### src/verilog/pfr_pkg.sv
/*
 * package of constants and types for the
 * pack fault recovery controller.
 * assumes a single 20 MHz core clock and an internal sample tick divider.
 */
// Overview of operation
// [RULE_01] charge overcurrent recovers by load, timer, or both
// [RULE_02] recovery timer starts when current fault qualifies
// [RULE_03] timer expiry re-enables both fet drivers
// [RULE_04] combined mode checks load only at expiry
// [RULE_05] load pin undriven while no uv/current fault
// [RULE_06] weak pulldown on load pin during faults; code: only uv needing load and current faults in load or combined mode
// [RULE_07] load present: pin high for deglitch
// [RULE_08] load removed: pin low for deglitch
// [RULE_09] charge hot fault disables charge driver
// [RULE_10] discharge current re-enables charge under temp fault
// [RULE_11] charge hot fault clears after recovery delay
// [RULE_12] discharge hot fault disables both drivers
// [RULE_13] discharge hot clears, optionally needing load removal
// [RULE_14] charge cold fault disables charge, then recovers
// [RULE_15] discharge cold fault disables both, then recovers
// [RULE_16] driver on only when all its faults clear
// [RULE_17] charge enable input deglitched controls charge driver
// [RULE_18] discharge enable input deglitched controls discharge driver
// [RULE_19] undervoltage recovers after load removal and voltage
// [RULE_20] discharge excess current or short disables both
// [RULE_21] discharge current faults recover by timer/load option
// [RULE_22] up/down sample counter qualifies each fault
// [RULE_23] all delays derive from one sample tick
// [RULE_24] reset clears timers, counters, pulldown
`default_nettype none
package pfr_pkg;
    localparam int unsigned CLK_HZ          = 20_000_000;
    localparam int unsigned TICK_US         = 100;
    localparam int unsigned TICK_CYC        = CLK_HZ / 1_000_000 * TICK_US;
    localparam int unsigned CNT_W           = 16;
    localparam int unsigned STATE_CMP_US    = 700;
    localparam int unsigned STATE_CMP_TICKS = STATE_CMP_US / TICK_US;
    localparam logic [CNT_W-1:0] DLY_CUR    = 16'h000a;
    localparam logic [CNT_W-1:0] DLY_TEMP   = 16'h0014;
    localparam logic [CNT_W-1:0] DLY_VOLT   = 16'h0014;
    localparam logic [CNT_W-1:0] DLY_CTRL   = 16'h0005;
    localparam logic [CNT_W-1:0] DLY_LOAD   = 16'h0005;
    localparam logic [CNT_W-1:0] DLY_RETRY  = 16'h2710;
    localparam logic [CNT_W-1:0] CNT_RST    = 16'h0000;

    typedef enum logic [1:0] {
        PFR_REC_LOAD  = 2'h0,
        PFR_REC_TIMER = 2'h1,
        PFR_REC_BOTH  = 2'h2
    } pfr_rec_e;

    typedef struct packed {
        logic dsg_exc1;
        logic dsg_exc2;
        logic dsg_short;
        logic chg_exc;
        logic chg_hot;
        logic dsg_hot;
        logic chg_cold;
        logic dsg_cold;
        logic cell_low;
        logic cell_low_rec;
        logic chg_hot_rec;
        logic dsg_hot_rec;
        logic chg_cold_rec;
        logic dsg_cold_rec;
        logic dsg_current;
    } pfr_cmp_s;

    typedef struct packed {
        logic dsg_cur;
        logic chg_cur;
        logic chg_hot;
        logic dsg_hot;
        logic chg_cold;
        logic dsg_cold;
        logic cell_low;
        logic chg_ctrl_off;
        logic dsg_ctrl_off;
    } pfr_flt_s;
endpackage
`default_nettype wire

### src/verilog/pfr_ctrl.sv
/*
 * fault response and recovery controller: qualifies comparator flags,
 * runs the current fault retry timer, drives the load sense pulldown
 * and combines faults into the two fet driver enables.
 * assumes comparator flags and control pins are asynchronous levels.
 */
`timescale 1ns/1ps
`default_nettype none
module pfr_ctrl
    import pfr_pkg::*;
#(
    parameter int unsigned       TICK_DIV    = TICK_CYC,
    parameter logic [CNT_W-1:0]  RETRY_TICKS = DLY_RETRY
) (
    input  wire logic            core_clk_i,
    input  wire logic            rst_i,
    input  wire pfr_pkg::pfr_cmp_s cmp_i,
    input  wire logic            load_sense_pin_i,
    input  wire logic            charge_enable_input_i,
    input  wire logic            discharge_enable_input_i,
    input  wire logic [1:0]      chg_rec_mode_i,
    input  wire logic [1:0]      dsg_rec_mode_i,
    input  wire logic            dsg_hot_need_load_i,
    input  wire logic            low_volt_need_load_i,
    output logic                 load_sense_pin_o,
    output logic                 load_sense_pin_oe_o,
    output logic                 charge_fet_drive_o,
    output logic                 discharge_fet_drive_o,
    output pfr_pkg::pfr_flt_s    fault_o
);
    import pfr_pkg::*;
    localparam int NQ = 21;

    // synchronisers
    logic [16:0] s1_r;
    logic [16:0] s2_r;
    always_ff @(posedge core_clk_i or posedge rst_i) begin
        if (rst_i) begin
            s1_r <= '0;
            s2_r <= '0;
        end else begin
            s1_r <= {cmp_i, load_sense_pin_i, charge_enable_input_i};
            s2_r <= s1_r;
        end
    end
    pfr_cmp_s cmp;
    logic     ld_hi;
    logic     charge_enable_input;
    logic     discharge_enable_input;
    assign cmp   = s2_r[16:2];
    assign ld_hi = s2_r[1];
    assign charge_enable_input  = s2_r[0];
    logic d1_r;
    logic d2_r;
    always_ff @(posedge core_clk_i or posedge rst_i) begin
        if (rst_i) begin
            d1_r <= 1'b0;
            d2_r <= 1'b0;
        end else begin
            d1_r <= discharge_enable_input_i;
            d2_r <= d1_r;
        end
    end
    assign discharge_enable_input = d2_r;

    // sample tick divider
    logic [15:0] div_r;
    logic [15:0] div_nxt;
    logic        tick;
    always_comb begin
        tick    = (div_r == 16'(TICK_DIV - 1)); // [RULE_23]
        div_nxt = tick ? 16'h0000 : div_r + 16'h0001;
    end
    always_ff @(posedge core_clk_i or posedge rst_i) begin
        if (rst_i) begin
            div_r <= 16'h0000;
        end else begin
            div_r <= div_nxt;
        end
    end

    // qualifiers: index order matches samp/tgt below
    logic [NQ-1:0]        samp;
    logic [NQ-1:0]        hit;
    logic [CNT_W-1:0]     tgt [NQ];
    pfr_flt_s             flt_r;
    pfr_flt_s             flt_nxt;
    always_comb begin
        samp = {cmp.dsg_exc1,     cmp.dsg_exc2,     cmp.dsg_short,  cmp.chg_exc,
                cmp.chg_hot,      cmp.chg_hot_rec,  cmp.dsg_hot,    cmp.dsg_hot_rec,
                cmp.chg_cold,     cmp.chg_cold_rec, cmp.dsg_cold,   cmp.dsg_cold_rec,
                cmp.cell_low,     cmp.cell_low_rec, !charge_enable_input,          charge_enable_input,
                !discharge_enable_input,            discharge_enable_input,             ld_hi,          !ld_hi,
                cmp.dsg_current};
    end
    always_comb begin
        for (int i = 0; i < NQ; i++) begin
            tgt[i] = DLY_TEMP;
        end
        for (int i = 17; i < NQ; i++) begin
            tgt[i] = DLY_CUR;
        end
        tgt[20] = DLY_CUR;
        tgt[19] = DLY_CUR;
        tgt[18] = DLY_CUR;
        tgt[17] = DLY_CUR;
        tgt[8]  = DLY_VOLT;
        tgt[7]  = DLY_VOLT;
        tgt[6]  = DLY_CTRL;
        tgt[5]  = DLY_CTRL;
        tgt[4]  = DLY_CTRL;
        tgt[3]  = DLY_CTRL;
        tgt[2]  = DLY_LOAD;
        tgt[1]  = DLY_LOAD;
        tgt[0]  = 16'(STATE_CMP_TICKS);
    end
    for (genvar g = 0; g < NQ; g++) begin : g_q
        pfr_qual #(.W(CNT_W)) u_q (
            .core_clk_i (core_clk_i),
            .rst_i      (rst_i),
            .tick_i     (tick),
            .sample_i   (samp[g]),
            .target_i   (tgt[g]),
            .hit_o      (hit[g])
        );
    end
    wire q_exc1 = hit[20];
    wire q_exc2 = hit[19];
    wire q_shrt = hit[18];
    wire q_cexc = hit[17];
    wire q_ch   = hit[16];
    wire q_chr  = hit[15];
    wire q_dh   = hit[14];
    wire q_dhr  = hit[13];
    wire q_cc   = hit[12];
    wire q_ccr  = hit[11];
    wire q_dc   = hit[10];
    wire q_dcr  = hit[9];
    wire q_uv   = hit[8];
    wire q_uvr  = hit[7];
    wire q_coff = hit[6];
    wire q_con  = hit[5];
    wire q_doff = hit[4];
    wire q_don  = hit[3];
    wire q_ldp  = hit[2];
    wire q_ldr  = hit[1];
    wire q_dcur = hit[0];

    // load state and retry timer
    logic             ld_pres_r;
    logic             ld_pres_nxt;
    logic             ld_rem_r;
    logic             ld_rem_nxt;
    logic [CNT_W-1:0] ret_r;
    logic [CNT_W-1:0] ret_nxt;
    logic             ret_run_r;
    logic             ret_run_nxt;
    logic             ret_exp;
    logic             chg_byp_r;
    logic             chg_byp_nxt;
    logic             cur_on;

    function automatic logic rec_ok(input logic [1:0] mode, input logic exp,
                                    input logic load_ok);
        case (mode)
            PFR_REC_LOAD:  rec_ok = load_ok;
            PFR_REC_TIMER: rec_ok = exp;
            PFR_REC_BOTH:  rec_ok = exp && load_ok;
            default:       rec_ok = exp;
        endcase
    endfunction

    // pulldown wanted only where the load state takes part in recovery
    function automatic logic load_mode(input logic [1:0] mode);
        load_mode = (mode == PFR_REC_LOAD) || (mode == PFR_REC_BOTH);
    endfunction

    always_comb begin
        flt_nxt     = flt_r;
        ld_pres_nxt = ld_pres_r;
        ld_rem_nxt  = ld_rem_r;
        ret_nxt     = ret_r;
        ret_run_nxt = ret_run_r;
        chg_byp_nxt = chg_byp_r;
        cur_on      = flt_r.dsg_cur || flt_r.chg_cur;
        ret_exp     = ret_run_r && tick && (ret_r + 1'b1 >= RETRY_TICKS);
        if (q_ldp) begin
            ld_pres_nxt = 1'b1; // [RULE_07]
            ld_rem_nxt  = 1'b0;
        end
        if (q_ldr) begin
            ld_rem_nxt  = 1'b1; // [RULE_08]
            ld_pres_nxt = 1'b0;
        end
        if (q_exc1 || q_exc2 || q_shrt || q_cexc) begin
            ret_run_nxt = 1'b1; // [RULE_02]
            ret_nxt     = CNT_RST;
        end else if (ret_run_r && tick) begin
            ret_nxt = ret_exp ? CNT_RST : ret_r + 1'b1;
        end
        // recovery: load used only at expiry in combined mode [RULE_04]
        if (flt_r.chg_cur && rec_ok(chg_rec_mode_i, ret_exp, ld_pres_r)) begin
            flt_nxt.chg_cur = 1'b0; // [RULE_01] [RULE_03]
        end
        if (flt_r.dsg_cur && (dsg_rec_mode_i == PFR_REC_LOAD ? ld_rem_r
                : rec_ok(dsg_rec_mode_i, ret_exp, ld_rem_r))) begin
            flt_nxt.dsg_cur = 1'b0; // [RULE_21] [RULE_03]
        end
        if (ret_exp) begin
            ret_run_nxt = 1'b0;
        end
        if (q_chr) flt_nxt.chg_hot = 1'b0; // [RULE_11]
        if (q_dhr && (!dsg_hot_need_load_i || ld_rem_r)) flt_nxt.dsg_hot = 1'b0; // [RULE_13]
        if (q_ccr) flt_nxt.chg_cold = 1'b0; // [RULE_14]
        if (q_dcr) flt_nxt.dsg_cold = 1'b0; // [RULE_15]
        if (q_uvr && (!low_volt_need_load_i || ld_rem_r)) flt_nxt.cell_low = 1'b0; // [RULE_19]
        if (q_con) flt_nxt.chg_ctrl_off = 1'b0; // [RULE_17]
        if (q_don) flt_nxt.dsg_ctrl_off = 1'b0; // [RULE_18]
        // sets win over clears
        if (q_exc1 || q_exc2 || q_shrt) flt_nxt.dsg_cur = 1'b1; // [RULE_20]
        if (q_cexc) flt_nxt.chg_cur = 1'b1; // [RULE_01]
        if (q_ch) flt_nxt.chg_hot = 1'b1; // [RULE_09]
        if (q_dh) flt_nxt.dsg_hot = 1'b1; // [RULE_12]
        if (q_cc) flt_nxt.chg_cold = 1'b1; // [RULE_14]
        if (q_dc) flt_nxt.dsg_cold = 1'b1; // [RULE_15]
        if (q_uv) flt_nxt.cell_low = 1'b1; // [RULE_19]
        if (q_coff) flt_nxt.chg_ctrl_off = 1'b1; // [RULE_17]
        if (q_doff) flt_nxt.dsg_ctrl_off = 1'b1; // [RULE_18]
        // state comparator bypass of charge temperature faults
        if (!(flt_nxt.chg_hot || flt_nxt.chg_cold)) begin
            chg_byp_nxt = 1'b0;
        end else if (q_dcur) begin
            chg_byp_nxt = 1'b1; // [RULE_10]
        end
    end
    always_ff @(posedge core_clk_i or posedge rst_i) begin
        if (rst_i) begin
            flt_r     <= '0;
            ld_pres_r <= 1'b0;
            ld_rem_r  <= 1'b0;
            ret_r     <= CNT_RST; // [RULE_24]
            ret_run_r <= 1'b0;
            chg_byp_r <= 1'b0;
        end else begin
            flt_r     <= flt_nxt;
            ld_pres_r <= ld_pres_nxt;
            ld_rem_r  <= ld_rem_nxt;
            ret_r     <= ret_nxt;
            ret_run_r <= ret_run_nxt;
            chg_byp_r <= chg_byp_nxt;
        end
    end

    // outputs
    logic chg_on_nxt;
    logic dsg_on_nxt;
    logic pd_nxt;
    always_comb begin
        chg_on_nxt = !(flt_r.chg_cur || flt_r.dsg_cur || flt_r.dsg_hot || flt_r.dsg_cold
                    || flt_r.chg_ctrl_off
                    || ((flt_r.chg_hot || flt_r.chg_cold) && !chg_byp_r)); // [RULE_16]
        dsg_on_nxt = !(flt_r.chg_cur || flt_r.dsg_cur || flt_r.dsg_hot || flt_r.dsg_cold
                    || flt_r.cell_low || flt_r.dsg_ctrl_off); // [RULE_16]
        pd_nxt     = ((flt_r.cell_low && low_volt_need_load_i)
                    || (flt_r.dsg_cur && load_mode(dsg_rec_mode_i))
                    || (flt_r.chg_cur && load_mode(chg_rec_mode_i))); // [RULE_05] [RULE_06]
    end
    always_ff @(posedge core_clk_i or posedge rst_i) begin
        if (rst_i) begin
            charge_fet_drive_o    <= 1'b0;
            discharge_fet_drive_o <= 1'b0;
            load_sense_pin_oe_o   <= 1'b0; // [RULE_24]
        end else begin
            charge_fet_drive_o    <= chg_on_nxt;
            discharge_fet_drive_o <= dsg_on_nxt;
            load_sense_pin_oe_o   <= pd_nxt;
        end
    end
    assign load_sense_pin_o = 1'b0;
    assign fault_o          = flt_r;

    a_pin_idle : assert property (@(posedge core_clk_i) disable iff (rst_i)
        !(flt_r.cell_low || cur_on) |=> !load_sense_pin_oe_o) // [RULE_05]
        else $error("load pin driven without fault");
    a_pd_on_fault : assert property (@(posedge core_clk_i) disable iff (rst_i)
        (flt_r.dsg_cur && dsg_rec_mode_i == PFR_REC_LOAD) |=> load_sense_pin_oe_o) // [RULE_06]
        else $error("pulldown missing during current fault");
    a_retry_start : assert property (@(posedge core_clk_i) disable iff (rst_i)
        (q_exc1 || q_shrt) |=> ret_run_r && ret_r == CNT_RST) // [RULE_02]
        else $error("retry timer not started");
    a_both_off : assert property (@(posedge core_clk_i) disable iff (rst_i)
        q_shrt |=> ##1 !charge_fet_drive_o && !discharge_fet_drive_o) // [RULE_20]
        else $error("short circuit did not turn off drivers");
    a_timer_rec : assert property (@(posedge core_clk_i) disable iff (rst_i)
        (ret_exp && flt_r.dsg_cur && dsg_rec_mode_i == PFR_REC_TIMER && !q_exc1
         && !q_exc2 && !q_shrt) |=> !flt_r.dsg_cur) // [RULE_03]
        else $error("timer expiry did not recover");
    a_both_wait : assert property (@(posedge core_clk_i) disable iff (rst_i)
        (flt_r.dsg_cur && dsg_rec_mode_i == PFR_REC_BOTH && !ret_exp) |=> flt_r.dsg_cur) // [RULE_04]
        else $error("combined recovery before expiry");
    a_chg_hot_off : assert property (@(posedge core_clk_i) disable iff (rst_i)
        (flt_r.chg_hot && !chg_byp_r) |=> !charge_fet_drive_o) // [RULE_09]
        else $error("charge on during charge hot fault");
    a_dsg_hot_off : assert property (@(posedge core_clk_i) disable iff (rst_i)
        flt_r.dsg_hot |=> !charge_fet_drive_o && !discharge_fet_drive_o) // [RULE_12]
        else $error("drivers on during discharge hot fault");
    a_low_volt : assert property (@(posedge core_clk_i) disable iff (rst_i)
        flt_r.cell_low |=> !discharge_fet_drive_o) // [RULE_19]
        else $error("discharge on during low voltage");
    a_ctrl_off : assert property (@(posedge core_clk_i) disable iff (rst_i)
        q_coff |=> ##1 !charge_fet_drive_o) // [RULE_17]
        else $error("charge control input ignored");
    a_dctrl_off : assert property (@(posedge core_clk_i) disable iff (rst_i)
        q_doff |=> ##1 !discharge_fet_drive_o) // [RULE_18]
        else $error("discharge control input ignored");
endmodule
`default_nettype wire

### src/verilog/pfr_qual.sv
/*
 * up/down sample counter qualifier: fires one pulse when the count of
 * samples past the threshold reaches the target.
 * assumes sample_i is synchronous and tick_i is a one-cycle enable.
 */
`timescale 1ns/1ps
`default_nettype none
module pfr_qual #(
    parameter int unsigned W = 16
) (
    input  wire logic         core_clk_i,
    input  wire logic         rst_i,
    input  wire logic         tick_i,
    input  wire logic         sample_i,
    input  wire logic [W-1:0] target_i,
    output logic              hit_o
);
    logic [W-1:0] cnt_r;
    logic [W-1:0] cnt_nxt;
    logic         hit_nxt;
    always_comb begin
        cnt_nxt = cnt_r;
        hit_nxt = 1'b0;
        if (tick_i) begin
            if (sample_i) begin
                if (cnt_r + 1'b1 >= target_i) begin
                    cnt_nxt = '0; // [RULE_22]
                    hit_nxt = 1'b1;
                end else begin
                    cnt_nxt = cnt_r + 1'b1; // [RULE_22]
                end
            end else if (cnt_r != '0) begin
                cnt_nxt = cnt_r - 1'b1; // [RULE_22]
            end
        end
    end
    always_ff @(posedge core_clk_i or posedge rst_i) begin
        if (rst_i) begin
            cnt_r <= '0; // [RULE_24]
            hit_o <= 1'b0;
        end else begin
            cnt_r <= cnt_nxt;
            hit_o <= hit_nxt;
        end
    end
    a_qual_no_early : assert property (@(posedge core_clk_i) disable iff (rst_i)
        hit_o |-> $past(tick_i) && $past(sample_i)) // [RULE_22]
        else $error("qualifier fired without a past sample");
endmodule
`default_nettype wire

### config.mk
export PLATFORM = sky130hd
export DESIGN_NAME = pfr_ctrl
export DESIGN_NICKNAME = d
export VERILOG_FILES = /design/src/verilog/pfr_pkg.sv /design/src/verilog/pfr_ctrl.sv /design/src/verilog/pfr_qual.sv
export SDC_FILE = /design/constraint.sdc
export NUM_CORES = 1
export LEC_CHECK = 0
export BUFFER_PORTS_ARGS = -buffer_cell sky130_fd_sc_hd__buf_2
export CAP_MARGIN = 0
export CELL_PAD_IN_SITES_DETAIL_PLACEMENT = 1
export CELL_PAD_IN_SITES_GLOBAL_PLACEMENT = 2
export CORE_MARGIN = 8
export CORE_UTILIZATION = 30
export CTS_CLUSTER_SIZE = 24
export DETAILED_ROUTE_END_ITERATION = 8
export PLACE_DENSITY = 0.68
export SLEW_MARGIN = 20
export SYNTH_ARGS = -nofsm -noshare
export SYNTH_HDL_FRONTEND = slang
export SYNTH_SLANG_ARGS = --single-unit
### constraint.sdc
create_clock -name core_clk_i -period 42.6 [get_ports core_clk_i]
set_clock_uncertainty 0.2 [all_clocks]
set_input_delay 6.39 -clock core_clk_i [delete_from_list [all_inputs] [get_ports core_clk_i]]
set_output_delay 6.39 -clock core_clk_i [all_outputs]
set_load 0.005 [all_outputs]
==> results.md, run 1 <==
* Power per cell area at 29.7 nW/um^2
* Dpl ws at 33430 ps
* Fin crit share at 19.4%
* Via density at 5.57
* First-pass GRT wire length at between 150 and 200 mm
* Reg2Reg Setup Slack at between 30000 and 40000 ps
* Number of core rows at 117
* CTS Hold Bufs at 0
* Tmin final at roughly 8200 ps
* RSZ-0062 raised after global routing: no
* Design Area, Final at 33600 um^2
* Max-slew violation count at 0
* Net count after synthesis at 3970
* Clk sink count at 441
* Fmax at 121 MHz
* Crit-path cells: buf_2 -> inv_8 -> buf_4 -> buf_4
* Number of routed nets with antenna violations at 0
* Worst-Margin Slew at about 1100 ps
* Die X at 335 um
* CTS buffer count at 58
* Worst path max stage delay at 820 ps
* Placed Area at 31500 um^2
* Pin count of the biggest net entering global routing at 99
* FF+latch count, synth at 441
* CP Launch Type: input pin
* CP Class: in2async
* Routed WL at 92.7 mm
* GRT overflow at 0
* Master of the slowest instance on the critical path: buf_4
* Vias in the first global route at 28600
* CP arrival at 8710 ps
* Die Height at 335 um
* Clk root buf: clkbuf_16
* Cells after Synth at 3874
* Post-CTS resize count at 0
* Crit. End Element: asynchronous set/reset pin
* Initial antenna violation count at 2
* Clock latency on the worst-skew pair at 680 ps
* Critical path required time at around 43000 ps
* Synth cell types at 97
* Normalized max-slew margin at 27.3%
* Hold WC Path Type: reg2reg
* Static leakage at 0.0143 uW
* DR WL met2 at 42.4 mm
* Wire length on met1 at 46.0 mm
* Max-cap violations at 0
* DR WL/cell at 18.1 um
* Peak supply drop at 0.0320 mV
* Fraction of registers with async set/reset at 100%
* Via Count at 28500
* Outcome: complete, no violations
* Final Hold Viols at 0
* Setup Buffers After CTS at 0
* Sequential-to-total area share from yosys stat at 36.2%
* Ys flop type: dfrtp_1
* Avg Cell Area, Syn at ~7.9 um^2
* Most used cell, CP: buf_4
* Setup TNS at 0 ps
* Overall power at 997 uW
* Starting density of the core at 30.1%
* Yosys warns at 0
* TritonCTS clock tree: done
* Area growth syn-to-layout at 10.2%
* Core area at 101000 um^2
* WL met3 at around 2.6 mm
* IO Port Bufs at 37
* First-pass DRT Iterations at 5
* Nets at 3799
* Residual DRC at 0
* Final Wtd Congestion at 0.764
* Worst setup margin at 34350 ps
* DRT iter0 DRCs at approximately 1400
* H-tree depth at 2
* Share of cells above drive strength 1 at under 10%
* DR top layer: met4
* Final setup vio count at 0
* I/O pins at 39
* Mapped Area at 30500 um^2
* Dpl hpwl at 62.4 mm
* DIE AREA at 112000 um^2
* GRT Total Usage at approximately 16%
* Final core utilization at between 30% and 40%
* CP Max Fanout at 98
* Buffer levels on the longest clock path at 3
* Post-synth EDFFs at 0
* Clock Pin Slew Worst Setup and Hold Paths at 60 ps
[cell type report]
cell class,count,area (um^2)
clock inverters,33,500
flip-flops and latches,441,11000
well taps,1368,1710
multi-input cells,3019,17900
clock buffers,76,1620
inverters,114,435
repair buffers,69,425
fillers,12100,67700
diodes,2,5.00
[worst paths after layout]
path	from	depth (start not counted)	end
worst max-delay path	rst_i	4	g_q[7].u_q.cnt_r[9]
min in group asynchronous	rst_i	2	s1_r[9]
worst min register to register	s1_r[2]	0	s2_r[2]
worst min-delay path	s1_r[2]	0	s2_r[2]
max in group core_clk_i	fault_o[3]	1	fault_o[3]
worst max register to register	div_r[4]	8	g_q[7].u_q.cnt_r[10]
[registers in the layout, summed over array words and instances, names as in the netlist, 9 cells and up]
name / cells
g_q.u_q.cnt_r: 336
g_q.u_q.hit_o: 21
s1_r: 17
s2_r: 17
div_r: 16
ret_r: 16
fault_o: 9
[cell usage in the layout, fill, tap and decap left out, types with 22 or more instances in the layout]
cell type  Yosys  routed
clkbuf_16      0      58
a31oi_1       57      57
nand3b_1      26      26
inv_1        113     112
o41ai_1       24      24
a21o_1        36      36
nand3_1      175     175
dfrtp_1      441     441
or3_1        101     101
nor2_1       353     353
ha_1          70      70
buf_2         24      37
nor4_1        98      98
and3_1        63      63
nand4_1      119     119
mux2i_1       40      40
and4_1        22      22
or4_1         43      43
buf_4          3      32
o31ai_1       52      52
nand2_1      366     365
nand2b_1      31      31
a21oi_1      222     222
o21ai_0      354     354
o211ai_1      26      26
nor3_1       229     229
xnor2_1       71      71
xor2_1        29      29
a211oi_1      28      28
and2_1        37      36
[stage by stage]
| stage | std cells | hold slack [ps] |
|---|---|---|
| after global routing | 5120 | 154 |
| final | 5122 | 148 |
| after CTS | 5120 | 151 |
| after detailed placement | 5011 | 136 |
| after floorplan | 3874 | 131 |
| after global placement | 5011 | 134 |
[power by group]
group	switching (uW)	total, uW	internal (uW)
Combinational	18.6	24.4	5.77
Sequential	4.22	426	421
Clock	212	547	335
[Yosys cell counts, types with 71 or more instances]
library cell / instances / share of area, %
dfrtp_1: 441 / 36
nand2_1: 366 / 4.5
o21ai_0: 354 / 5.8
nor2_1: 353 / 4.3
clkbuf_1: 269 / 3.3
nor3_1: 229 / 3.8
a21oi_1: 222 / 3.6
nand3_1: 175 / 2.9
nand4_1: 119 / 2.4
inv_1: 113 / 1.4
or3_1: 101 / 2.1
nor4_1: 98 / 2.0
xnor2_1: 71 / 2.0
[cell families after synthesis]
| family | Yosys count | synth area share (%) |
|---|---|---|
| other | 1 | 0.0123 |
| xor gates and xnor gates | 100 | 2.87 |
| adders and majority gates | 72 | 2.94 |
| AOI/OAI and AO/OA | 1019 | 21.0 |
| DFF | 441 | 36.2 |
| muxes | 52 | 1.75 |
| buffers and inverters | 414 | 5.25 |
| and+or+nand+nor | 1775 | 30.0 |
[layer usage]
metal	up-vias	GRT usage (%)
met5	-	0
met4	0	3.45
met3	108	2.35
met2	274	26.5
met1	14200	22.7
li1	14000	-
[worst max-delay path: cells and delay by family]
| kind | cells | cell delay (ps) |
|---|---|---|
| buffers and inverters | 4 | 2120 |
(Power assumes the default switching activity.)
==> run 2, diff against run 1 <==
--- a/config.mk
+++ b/config.mk
@@ -13,7 +13,7 @@
 export CORE_UTILIZATION = 30
 export CTS_CLUSTER_SIZE = 24
 export DETAILED_ROUTE_END_ITERATION = 8
-export PLACE_DENSITY = 0.68
+export PLACE_DENSITY = 0.7
 export SLEW_MARGIN = 20
 export SYNTH_ARGS = -nofsm -noshare
 export SYNTH_HDL_FRONTEND = slang
==> constraint.sdc (replaced) <==
create_clock -name core_clk_i -period 6.99 [get_ports core_clk_i]
set_clock_uncertainty 0.2 [all_clocks]
set_input_delay 1.0485 -clock core_clk_i [delete_from_list [all_inputs] [get_ports core_clk_i]]
set_output_delay 1.0485 -clock core_clk_i [all_outputs]
set_load 0.005 [all_outputs]
==> results.md, run 2 (synthesis results as in run 1) <==
* I/O pins at 39 (unchanged)
* Largest reg by FF count: g_q.u_q.cnt_r
* CP arrival at 4210 ps (-4500 ps)
* Buffer levels on the longest clock path at 3 (unchanged)
* Clock Pin Slew Worst Setup and Hold Paths at 60 ps (about the same)
* Initial antenna violation count at 2 (unchanged)
* Int Pwr at 4540 uW (+500%)
* Worst flop-to-flop path endpoint: g_q[0].u_q.cnt_r[13]
* Residual DRC at 0 (unchanged)
* Via Count at 28400 (-0.44%)
* Overall power at 5920 uW (+490%)
* Clk root buf: clkbuf_16
* Normalized max-slew margin at 33.6% (+6.2 points)
* Share of cells above drive strength 1 at 6.17% (-0.23 points)
* Psw at 1390 uW (+490%)
* Worst setup margin at 3120 ps (-31230 ps)
* GRT Total Usage at 15.9% (-0.39 points)
* DIE AREA at 112000 um^2 (unchanged)
* First-pass DRT Iterations at 5 (unchanged)
* Core area at 101000 um^2 (unchanged)
* Hold Crit Depth at 0 (unchanged)
* Worst-Margin Slew at 997 ps (-83.5 ps)
* Final Hold Viols at 0 (unchanged)
* Pin count of the biggest net entering global routing at 152 (+54%)
* First-pass GRT wire length at 153 mm (-1.9%)
* Critical path required time at 7330 ps (-35730 ps)
* Static leakage at 0.0143 uW (-0.50%)
* Depth of the worst register-to-register path at 8 (unchanged)
* Die X at 335 um (unchanged)
* Max reg flops at 336 (unchanged)
* CTS buffer count at 58 (unchanged)
* Final Wtd Congestion at 0.776 (+1.6%)
* Power per cell area at 177 nW/um^2 (+500%)
* Max-slew violation count at 0 (unchanged)
* Peak supply drop at 0.161 mV (+400%)
* Dpl hpwl at 61.4 mm (-1.6%)
* CP Launch Type: flop
* Routed WL at 90.7 mm (-2.1%)
* Starting density of the core at 30.1% (unchanged)
* Tmin final at 3870 ps
* Number of core rows at 117 (unchanged)
* Placed Cells at 5007 (-0.080%)
* Part of the power in the clock network at 53.8% (-1.1 points)
* DR WL/cell at 17.7 um (-2.0%)
* Area growth syn-to-layout at 9.74%
* Critical R2R Launch: div_r[4]
* IO Port Bufs at 37 (unchanged)
* Fin crit share at 55.4%
* CP Class: reg2reg
* N_diodes at 0 (-2)
* Final setup vio count at 0 (unchanged)
* Comb pwr share at 2.4% (about the same)
* TritonCTS clock tree: done
* Setup Buffers After CTS at 0 (unchanged)
* Nets at 3795 (-0.11%)
* Die Height at 335 um (unchanged)
* CP Max Fanout at 37 (-62%)
* Fmax at 258 MHz
* Reg2Reg Setup Slack at 3120 ps (-35160 ps)
* Top flop regs: g_q.u_q.cnt_r x336, g_q.u_q.hit_o x21
* CTS Hold Bufs at 0 (unchanged)
* Vias in the first global route at 28400 (-0.52%)
* Setup crit start: div_r[4]
* Clock latency on the worst-skew pair at 650 ps (-30 ps)
* Final core utilization at 33.1% (-0.13 points)
* Most frequent cells in the layout: dfrtp_1 (441), nand2_1 (365), o21ai_0 (354), nor2_1 (353), nor3_1 (229)
* Power share of the sequential group at 43.8% (+1.1 points)
* Outcome: complete, no violations
* GRT overflow at 0 (unchanged)
* DRT iter0 DRCs at 1638 (+17%)
* Most common cell after layout, fill and taps aside: dfrtp_1
* H-tree depth at 2 (unchanged)
* Max-cap violations at 0 (unchanged)
* Crit. End Element: flop
* Post-CTS resize count at 0 (unchanged)
* Switching Fraction at 23.4% (-0.15 points)
* Clk sink count at 441 (unchanged)
* Hold Path End: s2_r[1]
* RSZ-0062 raised after global routing: no
* Number of routed nets with antenna violations at 0 (unchanged)
* Critical hold path startpoint: s1_r[1]
* Via density at 5.55 (-0.25%)
* Dpl ws at 3090 ps (-30340 ps)
* Non-filler cells, final at 5112 (-0.20%)
* Hold WC Path Type: reg2reg
## run 2: cell count changes in the layout (fill, tap and decap cells not counted), sizes merged
| cell | before | now |
|---|---|---|
| bufinv | 11 | 9 |
| buf | 69 | 65 |
| clkinv | 17 | 16 |
| clkbuf | 76 | 74 |
| diode | 2 | 0 |
| clkinvlp | 3 | 4 |
## run 2: how the worst max path moves through the flow
| stage | to |
|---|---|
| floorplan | charge_fet_drive_o |
| global placement | g_q[7].u_q.cnt_r[10] |
| detailed placement | g_q[0].u_q.cnt_r[15] |
| CTS | g_q[0].u_q.cnt_r[13] |
| global route | g_q[0].u_q.cnt_r[13] |
| finish | g_q[0].u_q.cnt_r[13] |
## run 2: routing by layer
layer  track usage, %  vias up  routed length, um
met1             22.6    14100              46100
met3             1.82      114               2290
li1                 -    14000                  -
met4             4.10        0               1830
met2             25.5      252              40500
met5                0        -                  0
## run 2: cell type report
type                            count  area, um^2
Inverter                          114         432
Clock inverter                     31         407
Fill cell                       12100       67800
Clock buffer                       74        1590
Sequential cell                   441       11000
Tap cell                         1368        1710
Timing Repair Buffer               65         420
Multi-Input combinational cell   3019       17900
## run 2: power groups by stage
stage	Sequential, uW	Combinational [uW]	Clock, uW
finish	2590	143	3190
global route	2600	167	3400
CTS	2590	151	3330
detailed placement	2640	150	0
global placement	2640	150	0
floorplan	2620	106	0
## run 2: stage by stage
stage	hold WS (ps)	instance area, um^2	TNS [ps]
after detailed placement	136	31500	0
after global routing	148	33500	0
final	141	33500	0
after floorplan	131	30500	-96020
after CTS	131	33500	0
after global placement	132	31500	0
## run 2: critical path, cell delays in order (launching register included)
cell and delay, ps:
dfrtp_1 420, or4_4 570, nor4_4 390, and2_4 560, buf_4 390, nand2b_1 450, nor2_1 350, nand2_1 130
o31ai_1 240
==> run 3, diff against run 2 <==
==> constraint.sdc (replaced) <==
create_clock -name core_clk_i -period 3.1 [get_ports core_clk_i]
set_clock_uncertainty 0.2 [all_clocks]
set_input_delay 0.465 -clock core_clk_i [delete_from_list [all_inputs] [get_ports core_clk_i]]
set_output_delay 0.465 -clock core_clk_i [all_outputs]
set_load 0.005 [all_outputs]
==> results.md, run 3 (synthesis results as in run 1) <==
* Static leakage at 0.0157 uW (+10%)
* Critical path required time at 3480 ps (-3850 ps)
* Clock latency on the worst-skew pair at 660 ps (about the same)
* Core area at 101000 um^2 (unchanged)
* Crit. End Element: flop
* H-tree depth at 2 (unchanged)
* Crit path to: g_q[14].u_q.cnt_r[4]
* Most common cell after layout, fill and taps aside: dfrtp_1
* Fin Hold WS at 130 ps (-10.7 ps)
* Clk root buf: clkbuf_16
* Nets at 4069 (+7.2%)
* Peak supply drop at 0.394 mV (+150%)
* Routed WL at 94.5 mm (+4.2%)
* Die X at 335 um (unchanged)
* First-pass DRT Iterations at 5 (unchanged)
* Outcome: complete, no violations
* Most frequent cells in the layout: dfrtp_1 (440), nand2_1 (364), o21ai_0 (354), nor2_1 (352), buf_4 (262)
* First-pass GRT wire length at 160 mm (+4.5%)
* Power share of the sequential group at 43.2% (-0.6 points)
* Max-cap violations at 0 (unchanged)
* I/O pins at 39 (unchanged)
* Setup Buffers After CTS at 0 (unchanged)
* Master of the slowest instance on the critical path: or4_4
* Fmax at 337 MHz (+30%)
* Setup crit start: div_r[12]
* Reg2Reg Setup Slack at 130 ps (-2990 ps)
* Part of the power in the clock network at 53.6% (-0.2 points)
* Crit-path cells: or4_4 -> nor4_4 -> and2_4 -> buf_4 -> nand2_1 -> or3_1 -> a21oi_1 -> a221o_1
* Psw at 3110 uW (+120%)
* Fin crit share at 95.7% (+40 points)
* Die Height at 335 um (unchanged)
* Overall power at 13500 uW (+130%)
* CP Max Fanout at 11 (-70%)
* Via density at 5.45 (-1.8%)
* Placed Cells at 5254 (+4.9%)
* Max reg flops at 336 (unchanged)
* Final Hold Viols at 0 (unchanged)
* Number of routed nets with antenna violations at 0 (unchanged)
* Dpl hpwl at 66.9 mm (+8.9%)
* Hold WC Path Type: reg2reg
* Share of cells above drive strength 1 at 12.3% (+6.1 points)
* Final core utilization at 35.4% (+2.3 points)
* IO Port Bufs at 37 (unchanged)
* CP Launch Type: flop
* Comb pwr share at 3.2% (+0.8 points)
* Top flop regs: g_q.u_q.cnt_r x336, g_q.u_q.hit_o x21
* Setup TNS at 0 ps (unchanged)
* Area of the multi-input gates at 18000 um^2 (+0.45%)
* CP Class: reg2reg
* Clock Pin Slew Worst Setup and Hold Paths at 60 ps (about the same)
* Fill cell count at 12100 (-0.37%)
* Depth of the worst register-to-register path at 8 (unchanged)
* RSZ-0062 raised after global routing: no
* Area growth syn-to-layout at 17.5%
* Via Count at 29400 (+3.6%)
* Power per cell area at 375 nW/um^2 (+110%)
* CTS buffer count at 59 (+1.7%)
* DIE AREA at 112000 um^2 (unchanged)
* Starting density of the core at 30.1% (unchanged)
* Max-slew violation count at 0 (unchanged)
* Largest reg by FF count: g_q.u_q.cnt_r
* Tmin final at 2970 ps (-904 ps)
* Worst-Margin Slew at 846 ps (-150 ps)
* Pin count of the biggest net entering global routing at 133 (-13%)
* DRT iter0 DRCs at 1511 (-7.8%)
* Initial antenna violation count at 7 (+5)
* CP arrival at 3350 ps (-860 ps)
* Worst path max stage delay at 530 ps (-40 ps)
* DR WL/cell at 17.5 um (-1.2%)
* Final setup vio count at 0 (unchanged)
* Buffer levels on the longest clock path at 3 (unchanged)
* Int Pwr at 10300 uW (+130%)
* Vias in the first global route at 30000 (+5.4%)
* Clk sink count at 441 (unchanged)
* Critical R2R Launch: div_r[12]
* Residual DRC at 0 (unchanged)
* Normalized max-slew margin at 43.6% (+10 points)
* Final Wtd Congestion at 0.800 (+3.1%)
* GRT overflow at 0 (unchanged)
* Non-filler cells, final at 5390 (+5.4%)
* TritonCTS clock tree: done
* Sequential cell area at 11000 um^2 (about the same)
* Number of core rows at 117 (unchanged)
* GRT Total Usage at 16.6% (+0.75 points)
* Switching Fraction at 23.1% (-0.26 points)
* Worst flop-to-flop path endpoint: g_q[14].u_q.cnt_r[4]
## run 3: cell count changes in the layout (fill, tap and decap cells not counted), sizes merged, moves of 2 or more
cell         delta
inv             -3
clkinv          -2
bufinv          -2
dlygate4sd3    +26
clkbuf         +10
buf           +247
## run 3: cell type report
class	instances	share of cell area, %
repair buffers	338	7.43
flip-flops and latches	441	30.8
diodes	1	0.00698
clock buffers	84	4.80
multi-input cells	3019	50.1
inverters	114	1.20
clock inverters	25	0.917
well taps	1368	4.77
## run 3: stage by stage
step | instance area [um^2] | setup WS [ps]
global placement | 33500 | 147
detailed placement | 33500 | 39.3
floorplan | 30500 | -3520
global route | 35900 | 10.5
finish | 35900 | 133
CTS | 35800 | 3.11
## run 3: worst min path at each step
stage	start	end	slack [ps]	depth (start not counted)
5_1_grt	s1_r[0]	s2_r[0]	140	0
2_1_floorplan	d1_r	d2_r	130	0
6_report	s1_r[0]	s2_r[0]	130	0
4_1_cts	s1_r[0]	s2_r[0]	130	0
3_3_place_gp	s1_r[10]	s2_r[10]	130	0
3_5_place_dp	s1_r[9]	s2_r[9]	140	0
## run 3: power groups by stage
stage | Sequential, uW | Clock (uW) | Combinational [uW]
floorplan | 5910 | 0 | 239
global route | 5820 | 7740 | 487
finish | 5820 | 7210 | 426
CTS | 5820 | 7540 | 443
global placement | 5920 | 0 | 413
detailed placement | 5920 | 0 | 414
## run 3: critical path: cells and delay by family (launching register included)
family                 cells  cell delay, ps
AO/OA/AOI/OAI              2             310
buffers and inverters      1             240
flip-flops                 1             420
AND/OR/NAND/NOR            5            1730
## run 3: timing repair
action | in CTS | in global routing
endpoints found under the setup margin | 0 | 25
hold buffers | 26 | 0
hold endpoints to repair | 254 | 0
resized for setup | 0 | 17
## run 3: per-layer routing
| layer | global-route usage [%] | vias up | share of wire [%] |
|---|---|---|---|
| li1 | - | 14500 | - |
| met1 | 23.3 | 14500 | 50 |
| met2 | 27.1 | 295 | 46 |
| met3 | 2.29 | 112 | 2.7 |
| met4 | 3.66 | 0 | 1.7 |
| met5 | 0 | - | 0 |
